## config.mk

```make
export PLATFORM = sky130hd
export DESIGN_NAME = rstsup_top
export DESIGN_NICKNAME = d
export VERILOG_FILES = /design/src/include/rstsup_pkg.sv /design/src/rstsup_top.sv
export SDC_FILE = /design/constraint.sdc
export NUM_CORES = 1
export LEC_CHECK = 0
export BUFFER_PORTS_ARGS = -buffer_cell sky130_fd_sc_hd__buf_2
export CAP_MARGIN = 20
export CORE_ASPECT_RATIO = 0.8
export CORE_MARGIN = 3
export CORE_UTILIZATION = 52
export DETAILED_ROUTE_END_ITERATION = 8
export PLACE_DENSITY = 0.76
export SETUP_SLACK_MARGIN = 0.5
export SYNTH_ARGS = -nofsm -noshare
export SYNTH_HDL_FRONTEND = slang
export SYNTH_SLANG_ARGS = --single-unit
```

## constraint.sdc

```tcl
create_clock -name pclk -period 2.2 [get_ports pclk]
set_input_delay 0 -clock pclk [delete_from_list [all_inputs] [get_ports pclk]]
set_output_delay 0 -clock pclk [all_outputs]
set_load 0.02 [all_outputs]
```

## src/include/rstsup_pkg.sv

```systemverilog
// Package: register map, field positions, reset values and timing for the reset supervisor
package rstsup_pkg;
    // Register byte offsets (APB, one aligned word each)
    localparam logic [7:0] OFF_CTRL = 8'h00;
    localparam logic [7:0] OFF_SWRST = 8'h04;
    localparam logic [7:0] OFF_LVCFG = 8'h08;
    localparam logic [7:0] OFF_WDCTRL = 8'h0C;
    localparam logic [7:0] OFF_WDKICK = 8'h10;
    localparam logic [7:0] OFF_STATUS = 8'h14;
    localparam logic [7:0] OFF_BUZZ = 8'h18;
    localparam logic [7:0] OFF_MODE = 8'h1C;

    // CTRL fields
    localparam int CTRL_SWRST_DIS = 0;
    localparam int CTRL_AREG_EN = 1;
    localparam logic [31:0] CTRL_RESET = 32'h0000_0002;

    // LVCFG fields: trip codes, reset-vs-irq choice and monitor enables
    localparam int LV_DTRIP_LSB = 0;
    localparam int LV_ATRIP_LSB = 4;
    localparam int LV_DLV_RST = 8;
    localparam int LV_ALV_RST = 9;
    localparam int LV_DLV_EN = 10;
    localparam int LV_ALV_EN = 11;
    localparam int LV_AHV_EN = 12;

    // STATUS bits
    localparam int ST_PREC = 0;
    localparam int ST_EXT = 1;
    localparam int ST_SW = 2;
    localparam int ST_WD = 3;
    localparam int ST_DLV_IRQ = 4;
    localparam int ST_ALV_IRQ = 5;
    localparam int ST_AHV_IRQ = 6;
    localparam int ST_LVRST = 7;

    // Power modes
    localparam logic [1:0] MODE_ACTIVE = 2'h0;
    localparam logic [1:0] MODE_SLEEP = 2'h1;
    localparam logic [1:0] MODE_HIBERNATE = 2'h2;

    // Timing
    localparam int CLK_HZ = 40_000_000;
    localparam int POR_MIN_NS = 150;
    localparam int POR_MIN_CYC = (POR_MIN_NS * (CLK_HZ / 1_000_000) + 999) / 1000;
    localparam int PREC_HOLD_US = 10;
    localparam int PREC_HOLD_CYC = PREC_HOLD_US * (CLK_HZ / 1_000_000);
    localparam int RST_STRETCH_CYC = POR_MIN_CYC;
    localparam logic [15:0] BUZZ_RESET = 16'h0100;
    localparam logic [7:0] BUZZ_ON_CYC = 8'h10;
    localparam logic [31:0] WD_TIMEOUT_RESET = 32'h0000_FFFF;
    localparam logic [3:0] TRIP_RESET = 4'h0;

    typedef enum logic [2:0] {
        RSTSUP_WAKE_IDLE = 3'b001,
        RSTSUP_WAKE_SEQ = 3'b010,
        RSTSUP_WAKE_DONE = 3'b100
    } rstsup_wake_t;
endpackage

```

## src/rstsup_top.sv

```systemverilog
// System reset supervisor: gathers supply, pin, software and watchdog resets
//
// Functional notes
// Out-of-range supply causes system reset
// System reset reaches core, peripherals, registers
// Status records causes, cleared only by power-on
// Power-on pulse minimum width, extended while low
// After boot, precise monitor supervises supplies
// Precise monitor trip equals power-on reset
// Digital precise part cannot be disabled
// Precise monitor off in sleep, buzzed periodically
// Precise reset held off ten microseconds after release
// Low-voltage trip codes, fixed high trip level
// Low-voltage monitors may reset instead of interrupt
// Low/high monitors disabled until power-on done
// Buzz interrupt waits for wakeup sequence first
// Firmware sets buzz period below excursion length
// External reset low holds device in reset
// External reset works in sleep and hibernate
// External party spaces external reset assertions
// Software reset bit acts as power-on reset
// Control bit blocks software reset
// Watchdog resets when not kicked in time
// Power-on disables watchdog; enable bit sticky
// Reset events also wake system to active
// System reset asserts async, releases synchronously
`timescale 1ns/1ps
`default_nettype none
module rstsup_top #(
    parameter int WD_W = 32, // Watchdog counter width
    parameter int PREC_HOLD = rstsup_pkg::PREC_HOLD_CYC // Precise reset hold-off cycles
) (
    input wire logic pclk, // System clock, 40 MHz
    input wire logic presetn, // Power-on reset, async, active low
    input wire logic psel, // APB select
    input wire logic penable, // APB enable
    input wire logic pwrite, // APB direction
    input wire logic [7:0] paddr, // APB byte address
    input wire logic [31:0] pwdata, // APB write data
    output logic [31:0] prdata, // APB read data
    output logic pready, // APB ready
    output logic pslverr, // APB error on unmapped address
    input wire logic digital_supply_low, // Digital supply below trip, comparator
    input wire logic analog_supply_low, // Analog supply below trip, comparator
    input wire logic analog_supply_high, // Analog supply above fixed trip
    input wire logic digital_core_regulator_low, // Digital regulator output low
    input wire logic analog_core_regulator_low, // Analog regulator output low
    input wire logic supply_ramping, // Any supply still below power-on trip
    input wire logic external_reset_n, // External reset pin, active low
    output logic system_reset_n, // Combined system reset, active low
    output logic [3:0] digital_trip_code, // Digital low trip: 1.70 V + code*250 mV
    output logic [3:0] analog_trip_code, // Analog low trip: 1.70 V + code*250 mV
    output logic monitor_enable, // Low/high monitors powered
    output logic precise_monitor_enable, // Precise monitor powered
    output logic analog_regulator_enable, // Analog regulator on
    output logic lv_irq, // Supply monitor interrupt to core
    output logic wakeup // Wakeup request to power manager
);
    // Pin and comparator synchronisers
    logic [1:0] ext_s, dlo_s, alo_s, ahi_s, vcd_s, vca_s, ramp_s;
    always_ff @(posedge pclk or negedge presetn) begin
        if (!presetn) begin
            ext_s <= 2'b11;
            dlo_s <= 2'b00;
            alo_s <= 2'b00;
            ahi_s <= 2'b00;
            vcd_s <= 2'b00;
            vca_s <= 2'b00;
            ramp_s <= 2'b11;
        end else begin
            ext_s <= {ext_s[0], external_reset_n};
            dlo_s <= {dlo_s[0], digital_supply_low};
            alo_s <= {alo_s[0], analog_supply_low};
            ahi_s <= {ahi_s[0], analog_supply_high};
            vcd_s <= {vcd_s[0], digital_core_regulator_low};
            vca_s <= {vca_s[0], analog_core_regulator_low};
            ramp_s <= {ramp_s[0], supply_ramping};
        end
    end

    // Power-on pulse: minimum width, extended while supplies ramp
    logic [7:0] por_cnt;
    logic por_done;
    always_ff @(posedge pclk or negedge presetn) begin
        if (!presetn) begin
            por_cnt <= 8'h00;
            por_done <= 1'b0;
        end else if (ramp_s[1]) begin
            por_cnt <= 8'h00;
        end else if (por_cnt < 8'(rstsup_pkg::POR_MIN_CYC)) begin
            por_cnt <= por_cnt + 8'h01;
        end else begin
            por_done <= 1'b1;
        end
    end

    // Registers, reset by power-on and, except status and watchdog enable, by any system reset request
    logic swrst_dis, areg_en, dlv_rst, alv_rst, dlv_en, alv_en, ahv_en;
    logic [3:0] dtrip, atrip;
    logic wd_en;
    logic [WD_W-1:0] wd_timeout, wd_cnt;
    logic [15:0] buzz_period;
    logic [1:0] mode;
    logic [7:0] status;
    logic sw_req, wd_kick, sys_rst_req;
    logic wr, rd_ok;
    assign wr = psel && penable && pwrite;
    assign pready = 1'b1;

    function automatic logic mapped(input logic [7:0] a);
        mapped = (a <= rstsup_pkg::OFF_MODE) && (a[1:0] == 2'b00);
    endfunction
    assign rd_ok = mapped(paddr);
    assign pslverr = psel && penable && !rd_ok;

    always_ff @(posedge pclk or negedge presetn) begin
        if (!presetn) begin
            swrst_dis <= rstsup_pkg::CTRL_RESET[rstsup_pkg::CTRL_SWRST_DIS];
            areg_en <= rstsup_pkg::CTRL_RESET[rstsup_pkg::CTRL_AREG_EN];
            dtrip <= rstsup_pkg::TRIP_RESET;
            atrip <= rstsup_pkg::TRIP_RESET;
            dlv_rst <= 1'b0;
            alv_rst <= 1'b0;
            dlv_en <= 1'b0;
            alv_en <= 1'b0;
            ahv_en <= 1'b0;
            wd_timeout <= WD_W'(rstsup_pkg::WD_TIMEOUT_RESET);
            buzz_period <= rstsup_pkg::BUZZ_RESET;
            mode <= rstsup_pkg::MODE_ACTIVE;
        end else if (sys_rst_req) begin
            // Status and the watchdog enable are kept; only power-on clears them
            swrst_dis <= rstsup_pkg::CTRL_RESET[rstsup_pkg::CTRL_SWRST_DIS];
            areg_en <= rstsup_pkg::CTRL_RESET[rstsup_pkg::CTRL_AREG_EN];
            dtrip <= rstsup_pkg::TRIP_RESET;
            atrip <= rstsup_pkg::TRIP_RESET;
            dlv_rst <= 1'b0;
            alv_rst <= 1'b0;
            dlv_en <= 1'b0;
            alv_en <= 1'b0;
            ahv_en <= 1'b0;
            wd_timeout <= WD_W'(rstsup_pkg::WD_TIMEOUT_RESET);
            buzz_period <= rstsup_pkg::BUZZ_RESET;
            mode <= rstsup_pkg::MODE_ACTIVE;
        end else begin
            if (wr && paddr == rstsup_pkg::OFF_CTRL) begin
                swrst_dis <= pwdata[rstsup_pkg::CTRL_SWRST_DIS];
                areg_en <= pwdata[rstsup_pkg::CTRL_AREG_EN];
            end
            if (wr && paddr == rstsup_pkg::OFF_LVCFG) begin
                dtrip <= pwdata[rstsup_pkg::LV_DTRIP_LSB +: 4];
                atrip <= pwdata[rstsup_pkg::LV_ATRIP_LSB +: 4];
                dlv_rst <= pwdata[rstsup_pkg::LV_DLV_RST];
                alv_rst <= pwdata[rstsup_pkg::LV_ALV_RST];
                dlv_en <= pwdata[rstsup_pkg::LV_DLV_EN];
                alv_en <= pwdata[rstsup_pkg::LV_ALV_EN];
                ahv_en <= pwdata[rstsup_pkg::LV_AHV_EN];
            end
            if (wr && paddr == rstsup_pkg::OFF_WDCTRL) begin
                wd_timeout <= pwdata[WD_W-1:1] == '0 ? WD_W'(1) : {pwdata[WD_W-1:1], 1'b0};
            end
            if (wr && paddr == rstsup_pkg::OFF_BUZZ) begin
                buzz_period <= pwdata[15:0];
            end
            if (wr && paddr == rstsup_pkg::OFF_MODE) begin
                mode <= pwdata[1:0];
            end
        end
    end

    // Watchdog enable is sticky until power-on
    always_ff @(posedge pclk or negedge presetn) begin
        if (!presetn) begin
            wd_en <= 1'b0;
        end else if (wr && paddr == rstsup_pkg::OFF_WDCTRL && pwdata[0]) begin
            wd_en <= 1'b1;
        end
    end

    assign sw_req = wr && paddr == rstsup_pkg::OFF_SWRST && pwdata[0] && !swrst_dis;
    assign wd_kick = wr && paddr == rstsup_pkg::OFF_WDKICK;

    // Watchdog counter; runs only when enabled
    logic wd_fire;
    always_ff @(posedge pclk or negedge presetn) begin
        if (!presetn) begin
            wd_cnt <= '0;
        end else if (!wd_en || wd_kick || sys_rst_req) begin
            wd_cnt <= '0;
        end else begin
            wd_cnt <= wd_cnt + WD_W'(1);
        end
    end
    assign wd_fire = wd_en && wd_cnt >= wd_timeout;

    // Buzz timer: in sleep, monitors powered briefly each period
    logic [15:0] buzz_cnt;
    logic buzz_on, in_sleep, in_active;
    assign in_sleep = mode == rstsup_pkg::MODE_SLEEP;
    assign in_active = mode == rstsup_pkg::MODE_ACTIVE;
    always_ff @(posedge pclk or negedge presetn) begin
        if (!presetn) begin
            buzz_cnt <= 16'h0000;
        end else if (!in_sleep || buzz_cnt >= buzz_period) begin
            buzz_cnt <= 16'h0000;
        end else begin
            buzz_cnt <= buzz_cnt + 16'h0001;
        end
    end
    assign buzz_on = in_sleep && buzz_cnt < 16'(rstsup_pkg::BUZZ_ON_CYC);

    // Monitors live only after power-on; in sleep only while buzzing
    logic mon_live, prec_live;
    assign mon_live = por_done && (in_active || buzz_on);
    assign prec_live = por_done && (in_active || buzz_on);

    // Precise monitor: held while the regulator stays low; the hold-off
    // counts from release, not from the trip, so a long dip cannot shorten it
    logic prec_trip, prec_arm, prec_on;
    logic [$clog2(PREC_HOLD+1)-1:0] prec_hold;
    logic prec_raw;
    assign prec_raw = prec_live && (vcd_s[1] || (areg_en && vca_s[1]));
    always_ff @(posedge pclk or negedge presetn) begin
        if (!presetn) begin
            prec_on <= 1'b0;
            prec_hold <= '0;
        end else begin
            prec_on <= prec_trip;
            if (prec_on && !prec_trip) begin
                prec_hold <= ($clog2(PREC_HOLD+1))'(PREC_HOLD);
            end else if (prec_hold != '0) begin
                prec_hold <= prec_hold - 1'b1;
            end
        end
    end
    assign prec_arm = prec_hold == '0;
    assign prec_trip = prec_raw && (prec_on || prec_arm);

    // Low/high voltage events
    logic dlv_ev, alv_ev, ahv_ev, lv_rst_req;
    assign dlv_ev = mon_live && dlv_en && dlo_s[1];
    assign alv_ev = mon_live && alv_en && alo_s[1];
    assign ahv_ev = mon_live && ahv_en && ahi_s[1];
    assign lv_rst_req = (dlv_ev && dlv_rst) || (alv_ev && alv_rst);

    // Any reset source
    assign sys_rst_req = prec_trip || !ext_s[1] || sw_req || wd_fire || lv_rst_req;

    // Stretch and release synchronously
    logic [7:0] stretch;
    logic rst_q1, rst_q2;
    always_ff @(posedge pclk or negedge presetn) begin
        if (!presetn) begin
            stretch <= 8'(rstsup_pkg::RST_STRETCH_CYC);
        end else if (sys_rst_req || !por_done) begin
            stretch <= 8'(rstsup_pkg::RST_STRETCH_CYC);
        end else if (stretch != 8'h00) begin
            stretch <= stretch - 8'h01;
        end
    end
    // Release passes two flops so all logic leaves reset on one edge
    always_ff @(posedge pclk or negedge presetn) begin
        if (!presetn) begin
            rst_q1 <= 1'b0;
            rst_q2 <= 1'b0;
        end else if (sys_rst_req) begin
            rst_q1 <= 1'b0;
            rst_q2 <= 1'b0;
        end else begin
            rst_q1 <= stretch == 8'h00;
            rst_q2 <= rst_q1;
        end
    end
    assign system_reset_n = rst_q2 && !sys_rst_req;

    // Wakeup sequence before a buzz interrupt is seen
    rstsup_pkg::rstsup_wake_t wst, next_wst;
    logic irq_pend;
    logic [2:0] wake_cnt;
    always_comb begin
        next_wst = wst;
        case (wst)
            rstsup_pkg::RSTSUP_WAKE_IDLE: begin
                if (irq_pend && in_active) begin
                    next_wst = rstsup_pkg::RSTSUP_WAKE_DONE;
                end else if (irq_pend) begin
                    next_wst = rstsup_pkg::RSTSUP_WAKE_SEQ;
                end
            end
            rstsup_pkg::RSTSUP_WAKE_SEQ: begin
                if (wake_cnt == 3'h7) begin
                    next_wst = rstsup_pkg::RSTSUP_WAKE_DONE;
                end
            end
            rstsup_pkg::RSTSUP_WAKE_DONE: begin
                if (!irq_pend) begin
                    next_wst = rstsup_pkg::RSTSUP_WAKE_IDLE;
                end
            end
            default: next_wst = rstsup_pkg::RSTSUP_WAKE_IDLE;
        endcase
    end
    always_ff @(posedge pclk or negedge presetn) begin
        if (!presetn) begin
            wst <= rstsup_pkg::RSTSUP_WAKE_IDLE;
            wake_cnt <= 3'h0;
        end else begin
            wst <= next_wst;
            wake_cnt <= (wst == rstsup_pkg::RSTSUP_WAKE_SEQ) ? wake_cnt + 3'h1 : 3'h0;
        end
    end
    assign irq_pend = |status[rstsup_pkg::ST_AHV_IRQ:rstsup_pkg::ST_DLV_IRQ];
    assign lv_irq = wst == rstsup_pkg::RSTSUP_WAKE_DONE;

    // Status: sticky, set wins, cleared only by power-on
    logic [7:0] st_set;
    always_comb begin
        st_set = 8'h00;
        st_set[rstsup_pkg::ST_PREC] = prec_trip;
        st_set[rstsup_pkg::ST_EXT] = !ext_s[1];
        st_set[rstsup_pkg::ST_SW] = sw_req;
        st_set[rstsup_pkg::ST_WD] = wd_fire;
        st_set[rstsup_pkg::ST_DLV_IRQ] = dlv_ev && !dlv_rst;
        st_set[rstsup_pkg::ST_ALV_IRQ] = alv_ev && !alv_rst;
        st_set[rstsup_pkg::ST_AHV_IRQ] = ahv_ev;
        st_set[rstsup_pkg::ST_LVRST] = lv_rst_req;
    end
    always_ff @(posedge pclk or negedge presetn) begin
        if (!presetn) begin
            status <= 8'h00;
        end else begin
            status <= status | st_set;
        end
    end

    // Read data
    always_ff @(posedge pclk or negedge presetn) begin
        if (!presetn) begin
            prdata <= 32'h0000_0000;
        end else if (psel && !penable && !pwrite) begin
            case (paddr)
                rstsup_pkg::OFF_CTRL: prdata <= {30'h0, areg_en, swrst_dis};
                rstsup_pkg::OFF_LVCFG: prdata <= {19'h0, ahv_en, alv_en, dlv_en, alv_rst,
                    dlv_rst, atrip, dtrip};
                // Bit 0 shows the enable, never the timeout's low bit
                rstsup_pkg::OFF_WDCTRL: prdata <= 32'({wd_timeout[WD_W-1:1], wd_en});
                rstsup_pkg::OFF_STATUS: prdata <= {24'h0, status};
                rstsup_pkg::OFF_BUZZ: prdata <= {16'h0, buzz_period};
                rstsup_pkg::OFF_MODE: prdata <= {30'h0, mode};
                default: prdata <= 32'h0000_0000;
            endcase
        end
    end

    assign digital_trip_code = dtrip;
    assign analog_trip_code = atrip;
    assign monitor_enable = mon_live;
    assign precise_monitor_enable = prec_live;
    assign analog_regulator_enable = areg_en;
    assign wakeup = sys_rst_req || wst == rstsup_pkg::RSTSUP_WAKE_SEQ;
endmodule
`default_nettype wire

```

==> reports/qor.txt <==
vias per cell = 6.105
Max Fclk = 340.1 MHz
clock sink count = 203
met3 Usage GRT = 6.902%
Hold WC Path Type = primary input to flip-flop
FFs w/ async S/R, synth = 100.0%
initial antenna violation count = 2
initial drt markers = 1193
nets = 1422
EDFF count, synth = 0
CTS tree = built
fillers = 1068
layout cells sized above 1 = 38.15%
Comb pwr share = 14.4%
Cell variety after synth = 61
first-pass GRT wire length = 51.12 mm
final wirelength = 36.27 mm
crit-path cells = ha_4 > nand4_1 > nor4_4 > and3_4 > a32oi_2 > and3_4 > buf_6 > and2_4 > buf_6
net switching power = 2.378 mW
slowest stage delay, CP = 0.48 ns
wire length per cell = 22.91 µm
max_cap viols = 0
placed wire-length estimate = 19.98 mm
PD cells = 621.1 nW/µm²
largest net degree at the start of global routing = 78
power share of the clock group = 41.9%
Net Sw Frac = 26.08%
FF+latch area = 5112 µm²
initial core utilization = 54.40%
met1 Use GR = 41.57%
Reg power frac = 43.7%
Max VDD drop = 0.0006165 V
Primary FF master, synth = dfrtp_1
Most Used Layer, Global Route = met2
Slew @ Worst Pin = 0.9183 ns
failing checks = setup timing
Worst-path clk slew = 0.07 ns
IO Pins = 100
Pint = 6.737 mW
CP endpoint kind = output pin
GRT Resource Usage Total = 31.01%
DRC = 0
mapped cell area = 10120 µm²
synthesized net count = 1139
synthesized flop and latch total = 203
Syn Area/Cell = 9.808 µm²
FF-to-FF setup slack = -0.60 ns
clk buf depth = 3
Rel. slew slack = 38.78%
GPL Wtd Cong = 0.9390
port bufs = 98
worst-path fanout max = 3
CP max-delay cell = nor4_4
post-synthesis sequential area ratio = 50.49%
DP Area = 11910 µm²
grt total ovfl = 0
vias post-DR = 9664
ANT nets after route = 0
H-tree levels = 1
CP arrival = 2.94 ns
Fin. Hold Viols = 0
Clock Skew = 0.01058 ns
Die Width = 162.0 µm
outcome = complete, but fails checks
FP Rows = 44
vias in the first global route = 9308
die height = 130.8 µm
Final WS setup = -0.7405 ns
most frequent cells in the layout = dfrtp_1, buf_4, nand2_1
Leakage Power = 6.954 nW
most common cell after layout, fill and taps aside = dfrtp_1
CP startpoint kind = flip-flop
placeable core area = 18610 µm²
GR Util met2 = 50.46%
total power = 9.115 mW
router iterations before antenna repair = 9
Root Driver = clkbuf_16
Layout area overhead = 44.98%
area of the multi-input gates = 5771 µm²
full die area = 21190 µm²
Period Utilization, post-route = 133.7%
endpoints failing setup = 110
minimum clock period after layout = 2.941 ns
Crit Path Class = flip-flop to output pin
Final Instance Area = 14680 µm²
Syn Inst Count = 1032
RSZ-0062 raised after global routing = true
Final Max Tran Viols = 0
total CTS buffers = 21
Worst-Skew Late Latency = 0.52 ns
YS warnings = 0
WP data required = 2.20 ns
[sequential cells by signal, summed over array words and instances (netlist names), 2 cells and up]
signal	cells
buzz_period	16
prdata	32
ext_s	2
por_cnt	8
mode	2
dlo_s	2
status	8
vca_s	2
ramp_s	2
alo_s	2
wst	3
stretch	8
analog_trip_code	4
buzz_cnt	16
digital_trip_code	4
wd_cnt	32
vcd_s	2
prec_hold	9
wake_cnt	3
wd_timeout	32
ahi_s	2
[power groups by stage]
stage	Clock, mW	Sequential [mW]	Combinational [mW]
6_report	3.82	3.98	1.31
5_1_grt	3.97	4.00	1.39
4_1_cts	3.79	3.98	1.20
3_5_place_dp	0	4.04	0.900
3_3_place_gp	0	4.04	0.878
2_1_floorplan	0	4.02	0.489
[worst max-delay path: cells and delay by family, from the launching register on]
family,cells,cell delay [ns]
fa+ha+maj,1,0.31
buf+inv,2,0.24
flops,1,0.44
simple gates,5,1.35
compound gates,1,0.09
[final cells by class]
cell class / instances / share of cell area [%]
antenna: 1 / 0.01705
clock buffer: 30 / 4.152
clock inverter: 7 / 0.7673
inverter: 74 / 1.901
multi-input combinational: 718 / 39.32
sequential: 203 / 34.84
tap: 253 / 2.157
timing repair buffer: 297 / 16.85
[path summary, 6_finish.rpt]
kind / startpoint / cells after the start / end
worst max-delay path: wd_cnt[21] / 9 / system_reset_n
worst max register to register: wd_cnt[21] / 12 / buzz_period[3]
max in group asynchronous: presetn / 3 / wd_timeout[0]
worst min register to register: dlo_s[0] / 0 / dlo_s[1]
worst min-delay path: pwrite / 5 / prdata[21]
min in group asynchronous: presetn / 2 / prec_hold[1]
[cell usage after synthesis, drive strengths merged (2+ instances only)]
| cell type | n | area, µm² |
|---|---|---|
| a2111oi | 2 | 17.52 |
| a211oi | 3 | 22.52 |
| a21o | 17 | 127.6 |
| a21oi | 48 | 244.0 |
| a222oi | 13 | 130.1 |
| a22oi | 3 | 22.52 |
| a31oi | 3 | 18.77 |
| a32oi | 2 | 25.03 |
| a41o | 2 | 20.02 |
| and2 | 4 | 25.02 |
| and3 | 19 | 118.9 |
| and4 | 6 | 52.55 |
| buf | 21 | 135.1 |
| clkbuf | 17 | 63.81 |
| dfrtp | 178 | 4454 |
| dfstp | 25 | 656.9 |
| ha | 55 | 688.2 |
| inv | 73 | 274.0 |
| mux2 | 3 | 33.78 |
| mux2i | 35 | 350.3 |
| nand2 | 111 | 416.7 |
| nand2b | 7 | 43.79 |
| nand3 | 43 | 215.2 |
| nand3b | 4 | 30.03 |
| nand4 | 21 | 131.4 |
| nor2 | 146 | 548.0 |
| nor2b | 8 | 50.05 |
| nor3 | 16 | 90.09 |
| nor3b | 5 | 47.54 |
| nor4 | 13 | 81.33 |
| nor4b | 2 | 17.52 |
| o211ai | 6 | 50.05 |
| o21a | 5 | 37.54 |
| o21ai | 25 | 125.1 |
| o21bai | 2 | 15.01 |
| o221ai | 12 | 105.1 |
| o31ai | 2 | 15.01 |
| or3 | 7 | 43.79 |
| or3b | 2 | 17.52 |
| or4 | 3 | 22.52 |
| xnor2 | 22 | 192.7 |
| xor2 | 30 | 262.8 |
[stage by stage]
stage,instances,util (%),setup WS (ns),hold slack (ns),setup TNS (ns)
after floorplan,1032,-,0.09705,-0.2956,0
after global placement,1465,64.00,-0.2390,0.06743,-14.43
after detailed placement,1465,64.00,-0.2636,0.06511,-16.61
after CTS,1570,75.76,-0.6070,0.04737,-32.21
after global routing,1582,78.85,-0.7831,0.08568,-59.81
final,1583,78.87,-0.7405,0.05463,-54.55
[cell families after synthesis]
group,share of synthesized area (%)
muxes,3.795
AOI/OAI and AO/OA,10.22
buffers and inverters,4.722
DFF,50.49
other,0.03705
and+or+nand+nor,19.43
xor gates and xnor gates,4.499
adders and majority gates,6.799
[what timing repair did]
item,4_1_cts,5_1_grt
pin swaps,36,25
setup endpoints to repair,143,143
hold buffers,41,0
hold endpoints to repair,144,0
buffers inserted,18,12
resized for setup,171,109
gates cloned,9,0
[layer usage]
metal  wire, µm  part of all wire (%)
met5         45                  0.12
met4       1949                   5.4
met3       3827                    11
met2      16930                    47
met1      13510                    37
No activity file was read; power rests on OpenSTA's default activity.
